### src/inc/lpg_cfg.svh
// Constants for the indicator pulse and PWM generator
`ifndef LPG_CFG_SVH
`define LPG_CFG_SVH

// ==========================================================
// Clocks and time bases
`define LPG_CORE_HZ           200000000
`define LPG_LF_KHZ            32
`define LPG_LF_DIV            (`LPG_CORE_HZ / (`LPG_LF_KHZ * 1000))
`define LPG_ON_BASE_US        62500
`define LPG_ON_BASE_TICKS     (`LPG_ON_BASE_US * `LPG_LF_KHZ / 1000)
`define LPG_PERIOD_BASE_MS    125
`define LPG_PERIOD_BASE_TICKS (`LPG_PERIOD_BASE_MS * `LPG_LF_KHZ)
`define LPG_PWM_BASE_HZ       500
`define LPG_PWM_STEPS         256
`define LPG_PWM_STEP_CYCLES   (`LPG_CORE_HZ / (`LPG_PWM_BASE_HZ * `LPG_PWM_STEPS))

// ==========================================================
// Register indices and byte addresses
`define LPG_ADDR_W            12
`define LPG_IDX_PERIOD        10'h06c
`define LPG_IDX_PULSE         10'h06d
`define LPG_IDX_PULSE_RATE_SELECT      10'h06e
`define LPG_IDX_PWM_DUTY      10'h06f
`define LPG_IDX_PIN           10'h071
`define LPG_IDX_STATUS        10'h072
`define LPG_ADDR_PERIOD       {`LPG_IDX_PERIOD, 2'b00}
`define LPG_ADDR_PULSE        {`LPG_IDX_PULSE, 2'b00}
`define LPG_ADDR_PULSE_RATE_SELECT     {`LPG_IDX_PULSE_RATE_SELECT, 2'b00}
`define LPG_ADDR_PWM_DUTY     {`LPG_IDX_PWM_DUTY, 2'b00}
`define LPG_ADDR_PIN          {`LPG_IDX_PIN, 2'b00}
`define LPG_ADDR_STATUS       {`LPG_IDX_STATUS, 2'b00}

// ==========================================================
// Field positions
`define LPG_FIRST_PERIOD      2:0
`define LPG_SECOND_PERIOD     5:3
`define LPG_FIRST_WIDTH       1:0
`define LPG_SECOND_WIDTH      3:2
`define LPG_FIRST_DOUBLE      4
`define LPG_SECOND_DOUBLE     5
`define LPG_PWM_RATE          1:0
`define LPG_PIN_LEVEL         0
`define LPG_PIN_DRIVE         1
`define LPG_PIN_PWM_SEL       2

// ==========================================================
// Reset values
`define LPG_RST_PERIOD        6'h00
`define LPG_RST_PULSE         6'h00
`define LPG_RST_PULSE_RATE_SELECT      2'h0
`define LPG_RST_PWM_DUTY      8'h00
`define LPG_RST_PIN           3'h0

`endif

### src/inc/lpg_pkg.sv
// Types and decode functions for the indicator pulse and PWM generator
`include "lpg_cfg.svh"

package lpg_pkg;

  // ==========================================================
  // Carriers
  typedef logic [17:0] lpg_tick_t;

  typedef struct packed {
    logic       dbl;
    logic [1:0] width;
    logic [2:0] period;
  } lpg_ind_cfg_t;

  typedef struct packed {
    logic pwm_sel;
    logic drive;
    logic level;
  } lpg_pin_cfg_t;

  typedef enum logic [1:0] {
    LPG_ST_OFF = 2'b01,
    LPG_ST_RUN = 2'b10
  } lpg_blink_st_t;

  // ==========================================================
  // Decoders
  function automatic lpg_tick_t lpg_period_ticks(input logic [2:0] code);
    lpg_tick_t base;
    base = lpg_tick_t'(`LPG_PERIOD_BASE_TICKS);
    return (code == 3'h0) ? lpg_tick_t'(0) : lpg_tick_t'(base << (code - 3'h1));
  endfunction

  function automatic lpg_tick_t lpg_width_ticks(input logic [1:0] code);
    lpg_tick_t base;
    base = lpg_tick_t'(`LPG_ON_BASE_TICKS);
    return lpg_tick_t'(base << code);
  endfunction

endpackage

### src/hdl/lpg_top.sv
// Indicator pulse generators and PWM generator with APB registers
`timescale 1ns/1ps
`include "lpg_cfg.svh"

module lpg_top #(
  parameter int unsigned LF_DIV_CYCLES = `LPG_LF_DIV
) (
  // Clock and reset
  input  wire logic                    core_clk,
  input  wire logic                    rst_b,
  // APB slave
  input  wire logic                    psel,
  input  wire logic                    penable,
  input  wire logic                    pwrite,
  input  wire logic [`LPG_ADDR_W-1:0]  paddr,
  input  wire logic [31:0]             pwdata,
  output logic [31:0]                  prdata,
  output logic                         pready,
  output logic                         pslverr,
  // Indicator outputs
  output logic                         first_indicator_out,
  output logic                         second_indicator_out,
  // PWM and general-purpose pin
  output logic                         pwm_out,
  input  wire logic                    gpio_in,
  output logic                         gpio_out,
  output logic                         gpio_oe
);
  import lpg_pkg::*;

  // ==========================================================
  // Register storage
  logic [5:0]   period_ctrl;
  logic [5:0]   pulse_ctrl;
  logic [1:0]   pulse_rate_select;
  logic [7:0]   pulse_high_fraction;
  lpg_pin_cfg_t pin_cfg;

  // ==========================================================
  // APB decode
  wire logic access     = psel && penable;
  wire logic setup      = psel && !penable;
  wire logic wr_en      = access && pwrite;
  wire logic hit_period = (paddr == `LPG_ADDR_PERIOD);
  wire logic hit_pulse  = (paddr == `LPG_ADDR_PULSE);
  wire logic hit_freq   = (paddr == `LPG_ADDR_PULSE_RATE_SELECT);
  wire logic hit_duty   = (paddr == `LPG_ADDR_PWM_DUTY);
  wire logic hit_pin    = (paddr == `LPG_ADDR_PIN);
  wire logic hit_status = (paddr == `LPG_ADDR_STATUS);
  wire logic hit_any    = hit_period || hit_pulse || hit_freq || hit_duty
                          || hit_pin || hit_status;
  // Status is read-only, so a write to it is refused too
  wire logic bad_access = !hit_any || (pwrite && hit_status);

  // Zero wait states; error only in the access phase
  assign pready  = 1'b1;
  assign pslverr = access && bad_access;

  // ==========================================================
  // Pin input synchroniser
  logic gpio_meta;
  logic gpio_sync;

  always_ff @(posedge core_clk or negedge rst_b) begin
    if (!rst_b) begin
      gpio_meta <= 1'b0;
      gpio_sync <= 1'b0;
    end else begin
      gpio_meta <= gpio_in;
      gpio_sync <= gpio_meta;
    end
  end

  // ==========================================================
  // Read data
  wire logic [31:0] status_word = {28'h0000000, gpio_sync, pwm_out,
                                   second_indicator_out, first_indicator_out};
  wire logic [31:0] rd_mux =
      hit_period ? {26'h0000000, period_ctrl} :
      hit_pulse  ? {26'h0000000, pulse_ctrl} :
      hit_freq   ? {30'h00000000, pulse_rate_select} :
      hit_duty   ? {24'h000000, pulse_high_fraction} :
      hit_pin    ? {29'h00000000, pin_cfg} :
      hit_status ? status_word : 32'h00000000;

  // Captured in setup so the access phase sees stable data
  always_ff @(posedge core_clk or negedge rst_b) begin
    if (!rst_b) begin
      prdata <= 32'h00000000;
    end else if (setup && !pwrite) begin
      prdata <= rd_mux;
    end
  end

  // ==========================================================
  // Register writes
  // General reset clears fields
  always_ff @(posedge core_clk or negedge rst_b) begin
    if (!rst_b) begin
      period_ctrl         <= `LPG_RST_PERIOD;
      pulse_ctrl          <= `LPG_RST_PULSE;
      pulse_rate_select   <= `LPG_RST_PULSE_RATE_SELECT;
      pulse_high_fraction <= `LPG_RST_PWM_DUTY;
      pin_cfg             <= lpg_pin_cfg_t'(`LPG_RST_PIN);
    end else if (wr_en) begin
      if (hit_period) begin
        period_ctrl <= pwdata[5:0];
      end
      if (hit_pulse) begin
        pulse_ctrl <= pwdata[5:0];
      end
      if (hit_freq) begin
        pulse_rate_select <= pwdata[`LPG_PWM_RATE];
      end
      if (hit_duty) begin
        pulse_high_fraction <= pwdata[7:0];
      end
      if (hit_pin) begin
        pin_cfg <= lpg_pin_cfg_t'(pwdata[2:0]);
      end
    end
  end

  // ==========================================================
  // Low-frequency tick divider
  localparam int unsigned LF_CNT_W = $clog2(LF_DIV_CYCLES);
  logic [LF_CNT_W-1:0] lf_cnt;
  wire logic lf_tick = (lf_cnt == LF_CNT_W'(LF_DIV_CYCLES - 1));

  always_ff @(posedge core_clk or negedge rst_b) begin
    if (!rst_b) begin
      lf_cnt <= '0;
    end else begin
      lf_cnt <= lf_tick ? '0 : LF_CNT_W'(lf_cnt + 1'b1);
    end
  end

  // ==========================================================
  // Indicator generators
  lpg_ind_cfg_t ind_cfg     [2];
  lpg_ind_cfg_t ind_cfg_q   [2];
  logic         ind_restart [2];
  logic         ind_on      [2];

  assign ind_cfg[0] = '{dbl:    pulse_ctrl[`LPG_FIRST_DOUBLE],
                        width:  pulse_ctrl[`LPG_FIRST_WIDTH],
                        period: period_ctrl[`LPG_FIRST_PERIOD]};
  assign ind_cfg[1] = '{dbl:    pulse_ctrl[`LPG_SECOND_DOUBLE],
                        width:  pulse_ctrl[`LPG_SECOND_WIDTH],
                        period: period_ctrl[`LPG_SECOND_PERIOD]};

  genvar gi;
  generate
    for (gi = 0; gi < 2; gi++) begin : g_ind
      assign ind_restart[gi] = (ind_cfg[gi] != ind_cfg_q[gi]);

      always_ff @(posedge core_clk or negedge rst_b) begin
        if (!rst_b) begin
          ind_cfg_q[gi] <= lpg_ind_cfg_t'(0);
        end else begin
          ind_cfg_q[gi] <= ind_cfg[gi];
        end
      end

      lpg_blink_gen u_blink (
        .core_clk (core_clk),
        .rst_b    (rst_b),
        .lf_tick  (lf_tick),
        .restart  (ind_restart[gi]),
        .cfg      (ind_cfg[gi]),
        .led_on   (ind_on[gi])
      );
    end
  endgenerate

  assign first_indicator_out  = ind_on[0];
  assign second_indicator_out = ind_on[1];

  // ==========================================================
  // PWM step divider
  localparam int unsigned PWM_STEP_CYCLES = `LPG_PWM_STEP_CYCLES;
  localparam int unsigned PWM_CNT_W       = $clog2(PWM_STEP_CYCLES);
  logic [PWM_CNT_W-1:0] step_cnt;
  logic [2:0]           prescale;
  logic [7:0]           pwm_phase;
  logic [1:0]           rate_q;
  logic [7:0]           duty_q;
  logic                 next_pwm_out;

  // Step length is rounded down, so 500 Hz comes out a hair fast
  wire logic step_tick   = (step_cnt == PWM_CNT_W'(PWM_STEP_CYCLES - 1));
  // Rate divides step by 1, 2, 4, 8
  wire logic [2:0] pre_max = 3'((4'h1 << pulse_rate_select) - 4'h1);
  wire logic pre_wrap    = step_tick && (prescale >= pre_max);
  wire logic pwm_restart = (rate_q != pulse_rate_select)
                           || (duty_q != pulse_high_fraction);

  always_ff @(posedge core_clk or negedge rst_b) begin
    if (!rst_b) begin
      step_cnt <= '0;
    end else begin
      step_cnt <= (step_tick || pwm_restart) ? '0 : PWM_CNT_W'(step_cnt + 1'b1);
    end
  end

  always_ff @(posedge core_clk or negedge rst_b) begin
    if (!rst_b) begin
      prescale  <= 3'h0;
      pwm_phase <= 8'h00;
      rate_q    <= `LPG_RST_PULSE_RATE_SELECT;
      duty_q    <= `LPG_RST_PWM_DUTY;
    end else begin
      rate_q <= pulse_rate_select;
      duty_q <= pulse_high_fraction;
      if (pwm_restart) begin
        prescale  <= 3'h0;
        pwm_phase <= 8'h00;
      end else if (pre_wrap) begin
        prescale  <= 3'h0;
        pwm_phase <= 8'(pwm_phase + 8'h01);
      end else if (step_tick) begin
        prescale <= 3'(prescale + 3'h1);
      end
    end
  end

  // High for N of 256 steps
  assign next_pwm_out = (pwm_phase < pulse_high_fraction) && !pwm_restart;

  // ==========================================================
  // Pin drivers
  always_ff @(posedge core_clk or negedge rst_b) begin
    if (!rst_b) begin
      pwm_out  <= 1'b0;
      gpio_out <= 1'b0;
      gpio_oe  <= 1'b0;
    end else begin
      pwm_out <= next_pwm_out;
      gpio_out <= pin_cfg.pwm_sel ? next_pwm_out : pin_cfg.level;
      gpio_oe  <= pin_cfg.drive;
    end
  end

endmodule // lpg_top

### src/hdl/lpg_blink_gen.sv
// One indicator pulse generator counting low-frequency ticks
`timescale 1ns/1ps

module lpg_blink_gen (
  // Clock and reset
  input  wire logic                 core_clk,
  input  wire logic                 rst_b,
  // Timing and control
  input  wire logic                 lf_tick,
  input  wire logic                 restart,
  input  wire lpg_pkg::lpg_ind_cfg_t cfg,
  // Indicator drive
  output logic                      led_on
);
  import lpg_pkg::*;

  // ==========================================================
  // Decode
  lpg_blink_st_t state;
  lpg_blink_st_t next_state;
  lpg_tick_t     cnt;
  lpg_tick_t     next_cnt;
  logic          next_led_on;
  wire lpg_tick_t period_ticks = lpg_period_ticks(cfg.period);
  wire lpg_tick_t width_ticks  = lpg_width_ticks(cfg.width);
  wire lpg_tick_t width2       = lpg_tick_t'(width_ticks << 1);
  wire lpg_tick_t width3       = lpg_tick_t'(width2 + width_ticks);
  wire lpg_tick_t cnt_inc      = lpg_tick_t'(cnt + 18'h00001);
  wire            enabled      = (cfg.period != 3'h0);
  wire            wrap         = (cnt_inc >= period_ticks);
  wire            second_pulse = cfg.dbl && (cnt >= width2) && (cnt < width3);
  wire            first_pulse  = (cnt < width_ticks);

  // ==========================================================
  // Sequencer
  always_comb begin
    next_state  = state;
    next_cnt    = cnt;
    next_led_on = 1'b0;
    unique case (state)
      LPG_ST_OFF: begin
        next_cnt = lpg_tick_t'(0);
        if (enabled) begin
          next_state = LPG_ST_RUN;
        end
      end
      LPG_ST_RUN: begin
        next_led_on = first_pulse || second_pulse;
        if (lf_tick) begin
          next_cnt = wrap ? lpg_tick_t'(0) : cnt_inc;
        end
      end
    endcase
    if (restart || !enabled) begin
      next_state  = LPG_ST_OFF;
      next_cnt    = lpg_tick_t'(0);
      next_led_on = 1'b0;
    end
  end

  always_ff @(posedge core_clk or negedge rst_b) begin
    if (!rst_b) begin
      state  <= LPG_ST_OFF;
      cnt    <= lpg_tick_t'(0);
      led_on <= 1'b0;
    end else begin
      state  <= next_state;
      cnt    <= next_cnt;
      led_on <= next_led_on;
    end
  end

endmodule // lpg_blink_gen

### config.mk
export PLATFORM = sky130hd
export DESIGN_NAME = lpg_top
export DESIGN_NICKNAME = d
export VERILOG_FILES = /design/src/inc/lpg_pkg.sv /design/src/hdl/lpg_top.sv /design/src/hdl/lpg_blink_gen.sv
export VERILOG_INCLUDE_DIRS = /design/src /design/src/inc
export SDC_FILE = /design/constraint.sdc
export NUM_CORES = 1
export LEC_CHECK = 0
export BUFFER_PORTS_ARGS = -buffer_cell sky130_fd_sc_hd__buf_2
export CAP_MARGIN = 20
export CORE_MARGIN = 2
export CORE_UTILIZATION = 35
export DETAILED_ROUTE_END_ITERATION = 16
export GPL_TIMING_DRIVEN = 0
export PLACE_DENSITY_LB_ADDON = 0.08
export SLEW_MARGIN = 10
export SYNTH_ARGS = -nofsm -noshare
export SYNTH_HDL_FRONTEND = slang
export SYNTH_SLANG_ARGS = --single-unit
### constraint.sdc
create_clock -name core_clk -period 9.9 [get_ports core_clk]
set_clock_uncertainty 0.05 [all_clocks]
set_input_delay 1.98 -clock core_clk [delete_from_list [all_inputs] [get_ports core_clk]]
set_output_delay 1.98 -clock core_clk [all_outputs]
set_load 0.005 [all_outputs]
======== Word-level counts from Yosys, hierarchy flattened ========
Cells that the tools add are included.
word-level totals
  register bits after elaboration ......... 161
  input bits .............................. 50
  output and inout port bits .............. 39
  word-level logic and storage cells ...... 156
operators by class
  add/subtract/negate cells ............... 11
  multiplexer cells ....................... 34
  magnitude comparators ................... 10
  reductions and logical operators ........ 47
  equality and inequality tests ........... 18
  shift-type cells ........................ 5
operators by type and width
  cell                                                                  count
  18-bit 2-to-1 mux                                                     8
  12-bit by 9-bit == test with 1-bit output (second input constant)     6
  18-bit >= comparator                                                  4
  18-bit less-than comparator                                           4
  18-bit case mux with 2 select lines                                   2
  8-bit 2-to-1 mux                                                      6
  18-bit by 1-bit adder with 18-bit output (second input constant)      2
  18-bit adder                                                          2
  11-bit by 2-bit << shifter with 18-bit output (first input constant)  2
  12-bit by 3-bit << shifter with 18-bit output (first input constant)  2
  2-bit AND reduction                                                   7
  13-bit by 1-bit adder with 13-bit output (second input constant)      1
  13-bit == test (second input constant)                                1
  13-bit 2-to-1 mux                                                     1
  1-bit logical AND                                                     12
  1-bit logical OR                                                      12
  2-bit 2-to-1 mux                                                      6
  6-bit inequality test                                                 2
  11-bit by 1-bit adder with 11-bit output (second input constant)      1
  11-bit == test (second input constant)                                1
  11-bit 2-to-1 mux                                                     1
  2-bit nonzero test                                                    5
  3-bit 2-to-1 mux                                                      3
  3-bit nonzero test                                                    3
  15 further kinds                                                      31

======== Longest topological paths before layout ========
  depth after elaboration ................. 9
  depth in mapped cells ................... 15
  depth with buffers taken out ............ 13

======== Modules after synthesis ========
A second synthesis with hierarchy kept.
second synthesis, totals
  cell total of the unflattened synthesis .. 1037
  area, all modules ....................... 9730.6 µm²
modules (own cells, without submodules)
  module                            instances  cells each  area an instance (µm²)
  lpg_top                           1          436         4723.3
  lpg_blink_gen (g_ind[0].u_blink)  1          303         2588.7
  lpg_blink_gen (g_ind[1].u_blink)  1          298         2418.6

======== Worst setup path after synthesis ========
No wires, ideal clock.
  kind .................................... in2out
  from .................................... in paddr[5]
  to ...................................... out pslverr
  data arrival time ....................... 3.059 ns
  required time ........................... 7.870 ns
  stages .................................. 5
  path slack .............................. 4.811 ns
  path buffers ............................ 0
  cell sequence ........................... nor3b_1 and3_1 a21oi_1 nor4b_1 nor4_1
between the ends
  word-level cells in the longest chain between the ends .. 9
ends and longest elaborated chain
  item                                                        line           RTL
  start: declaration                                          lpg_top.sv:15  input wire logic [`LPG_ADDR_W-1:0] paddr,
  12-bit by 9-bit == test with 1-bit output (no source line)  --
  1-bit logical OR (3 in series)                              lpg_top.sv:50  wire logic hit_any = hit_period || hit_pulse || hit_freq || hit_duty
  1-bit logical OR (2 in series)                              lpg_top.sv:51  || hit_pin || hit_status;
  1-bit zero test                                             lpg_top.sv:53  wire logic bad_access = !hit_any || (pwrite && hit_status);
  1-bit logical OR *                                          lpg_top.sv:53
  1-bit logical AND *                                         lpg_top.sv:57  assign pslverr = access && bad_access;
  end: declaration                                            lpg_top.sv:19  output logic pslverr,
Mark *: on every way between the ends. The rest lies on a longest branch, timed or not.

======== Worst setup path in the final report ========
Same ends and word-level chain as after synthesis.

==> results.cfg <==
[min_path]
holdCritPathClass = reg2reg

[drt]
ant_nets = 0
drt_iter0_drc = 446
wl_per_cell_um = 15.9
vias = 7250
drc = 0
avgViaCountPerCell = 5.07
dr.pass1.iters = 4
drt-total-wl_um = 22700

[finish]
drive_above_1_share = 0.133
syn2layout_area_growth_pct = 14.1
fin_util = 0.406
stdcell_area_mm2 = 0.0105
fin_nets = 1245
diodes = 0

[clock_network]
cts_root_buf = clkbuf_16
postCtsResizedCells = 0
clk_transition_reported_paths_ps = 60
cts_inserted_buffers = 17
cts.htree.levels = 4
cts_buffer_depth = 2
cts_tree = yes
clkLatencyLatePin_ps = 430
holdBufCountCts = 0
cts_setup_buffers = 0
cts.sinks = 137

[grt]
antenna_found_initial = 0
use_met3 = 0.0295
grt_pass1_vias = 7105
busiest_layer = met2
grt_pass1_wl_um = 38200
grt_overflow = 0
grt_use_met1 = 0.248
track_usage = 0.170
grt_max_degree = 73
gr-usage-met2 = 0.262

[critical_path]
cpLargestDelayFamily = simple AND/OR/NAND/NOR gates
crit_required_ps = 7870
worstPathCellList = buf_2 > nor3b_1 > and3_1 > a21oi_1 > nor4b_1 > nor4_1 > buf_2
end_kind = primary output
crit_top_cell = buf_2
crit_type = in2out
crit_buf_inv = 2
path_max_fanout = 6
critPathMaxStageDelay_ps = 690
cp-start-kind = primary input
r2r_slack_ps = 5970
crit_path_top_delay_cell = nor3b_1
cp.arrival_ps = 3840

[timing]
tightest_slew_ps = 835
min_period_ps = 5870
rsz0062_at_grt = false
hold_viol = 0
relSlewSlack = 0.442
finalMaxSlewViolations = 0
setup_viol = 0
max_freq_mhz = 170
fin_crit_sh = 0.593
tns_ps = 0

[die]
die_x_um = 167
num_rows = 59
initial_core_util = 0.356
dieArea_mm2 = 0.0277
coreArea_mm2 = 0.0260
ios = 89
die_h_um = 167

[run]
drv_cap = 0

[pwr]
power_density_mw_per_mm2 = 135
leakagePower_nw = 5.37
total_power_w = 0.00142
ir_drop_mv = 0.105

[synthesis]
synth.avg_cell_area_um2 = 9.26
synth_area_mm2 = 0.00925
netlist_instances = 998
synth_edf_count = 0
yosysUniqueCellTypes = 71
synthFlopType = dfrtp_1
synthArstFlopShare = 1.00
yosysWarnings = 0
synth_seq_cells = 137
yosysSeqAreaShare = 0.371

[place]
place.gp.congestion = 0.796
placed_cell_area_mm2 = 0.00998
numPortBuffers = 39
hpwl_um = 17000

[outcome]
status = complete, no violations
## cells in the final DEF, fill, tap and decap left out, types with 20 or more instances in the layout
master,netlist,routed
nand3_1,53,53
inv_1,51,51
xnor2_1,25,25
a31oi_1,20,20
nor2_1,73,73
a21oi_1,30,30
dfrtp_1,135,135
nand2_1,121,121
ha_1,114,114
xor2_1,38,38
and3_1,23,23
buf_4,28,28
o21ai_0,51,51
buf_2,8,47
conb_1,2,25
## kinds of logic (layout without fill, tap and decap cells)
kind of cell / Yosys count / after routing / share of synthesized area
adders and majority gates: 114 / 114 / 0.154
muxes: 17 / 17 / 0.0195
buffers and inverters: 98 / 171 / 0.0522
DFF: 137 / 137 / 0.371
other: 2 / 25 / 0.000812
xor gates and xnor gates: 63 / 63 / 0.0597
AOI/OAI and AO/OA: 182 / 182 / 0.131
and+or+nand+nor: 385 / 385 / 0.212
## sequential cells by signal, summed over array words and instances, names as in the netlist, 2 cells and up
register and flops:
duty_q 8, g_ind.u_blink.cnt 36, g_ind.u_blink.led_on 2, g_ind.u_blink.state 4
ind_cfg_q 12, lf_cnt 13, period_ctrl 6, pin_cfg 3
prdata 8, prescale 3, pulse_ctrl 6, pulse_high_fraction 8
pulse_rate_select 2, pwm_phase 8, rate_q 2, step_cnt 11
## through the flow
| stage | setup WS, ps | cells | hold slack (ps) |
|---|---|---|---|
| 2_1_floorplan | 4810 | 1021 | 281 |
| 3_3_place_gp | 4030 | 1395 | 285 |
| 3_5_place_dp | 4050 | 1396 | 293 |
| 4_1_cts | 4030 | 1428 | 304 |
| 5_1_grt | 3790 | 1429 | 311 |
| 6_report | 4030 | 1429 | 300 |
## layout make-up
cell class	count	area, um2
clock buffers	17	425
flip-flops and latches	137	3430
well taps	335	419
repair buffers	41	238
clock inverters	15	134
fillers	2641	15400
plain buffers	47	292
multi-input cells	786	5420
inverters	51	191
## cells in the mapped netlist, types with 11 or more instances
master,n,share of area
and3_1,23,0.016
inv_1,51,0.021
xor2_1,38,0.036
nand3b_1,17,0.014
nand2_1,121,0.049
nor2_1,73,0.030
or2_2,12,0.0081
a21o_1,17,0.014
xnor2_1,25,0.024
a31oi_1,20,0.014
dfrtp_1,135,0.37
a21oi_1,30,0.016
nor3_1,11,0.0060
ha_1,114,0.15
o21ai_0,51,0.028
nand3_1,53,0.029
clkbuf_1,11,0.0045
buf_4,28,0.023
## final timing paths
path,startpoint,cells past startpoint,end
max in group asynchronous,rst_b,2,pin_cfg[0]
max,paddr[5],7,pslverr
min reg2reg,gpio_meta,0,gpio_sync
min in group asynchronous,rst_b,1,lf_cnt[5]
max reg2reg,g_ind[1].u_blink.cnt[7],13,g_ind[1].u_blink.cnt[14]
min,gpio_meta,0,gpio_sync
## metal layers
metal | vias up | share of wire
met2 | 110 | 0.43
met4 | 0 | 0.010
met5 | - | 0
li1 | 3686 | -
met3 | 19 | 0.031
met1 | 3435 | 0.52
## power breakdown
group          internal [W]  leakage, nW  switching, W
Sequential         0.000591         1.65     0.0000267
Combinational     0.0000660         3.46      0.000121
Clock              0.000331        0.263      0.000285
(Power assumes the default switching activity.)
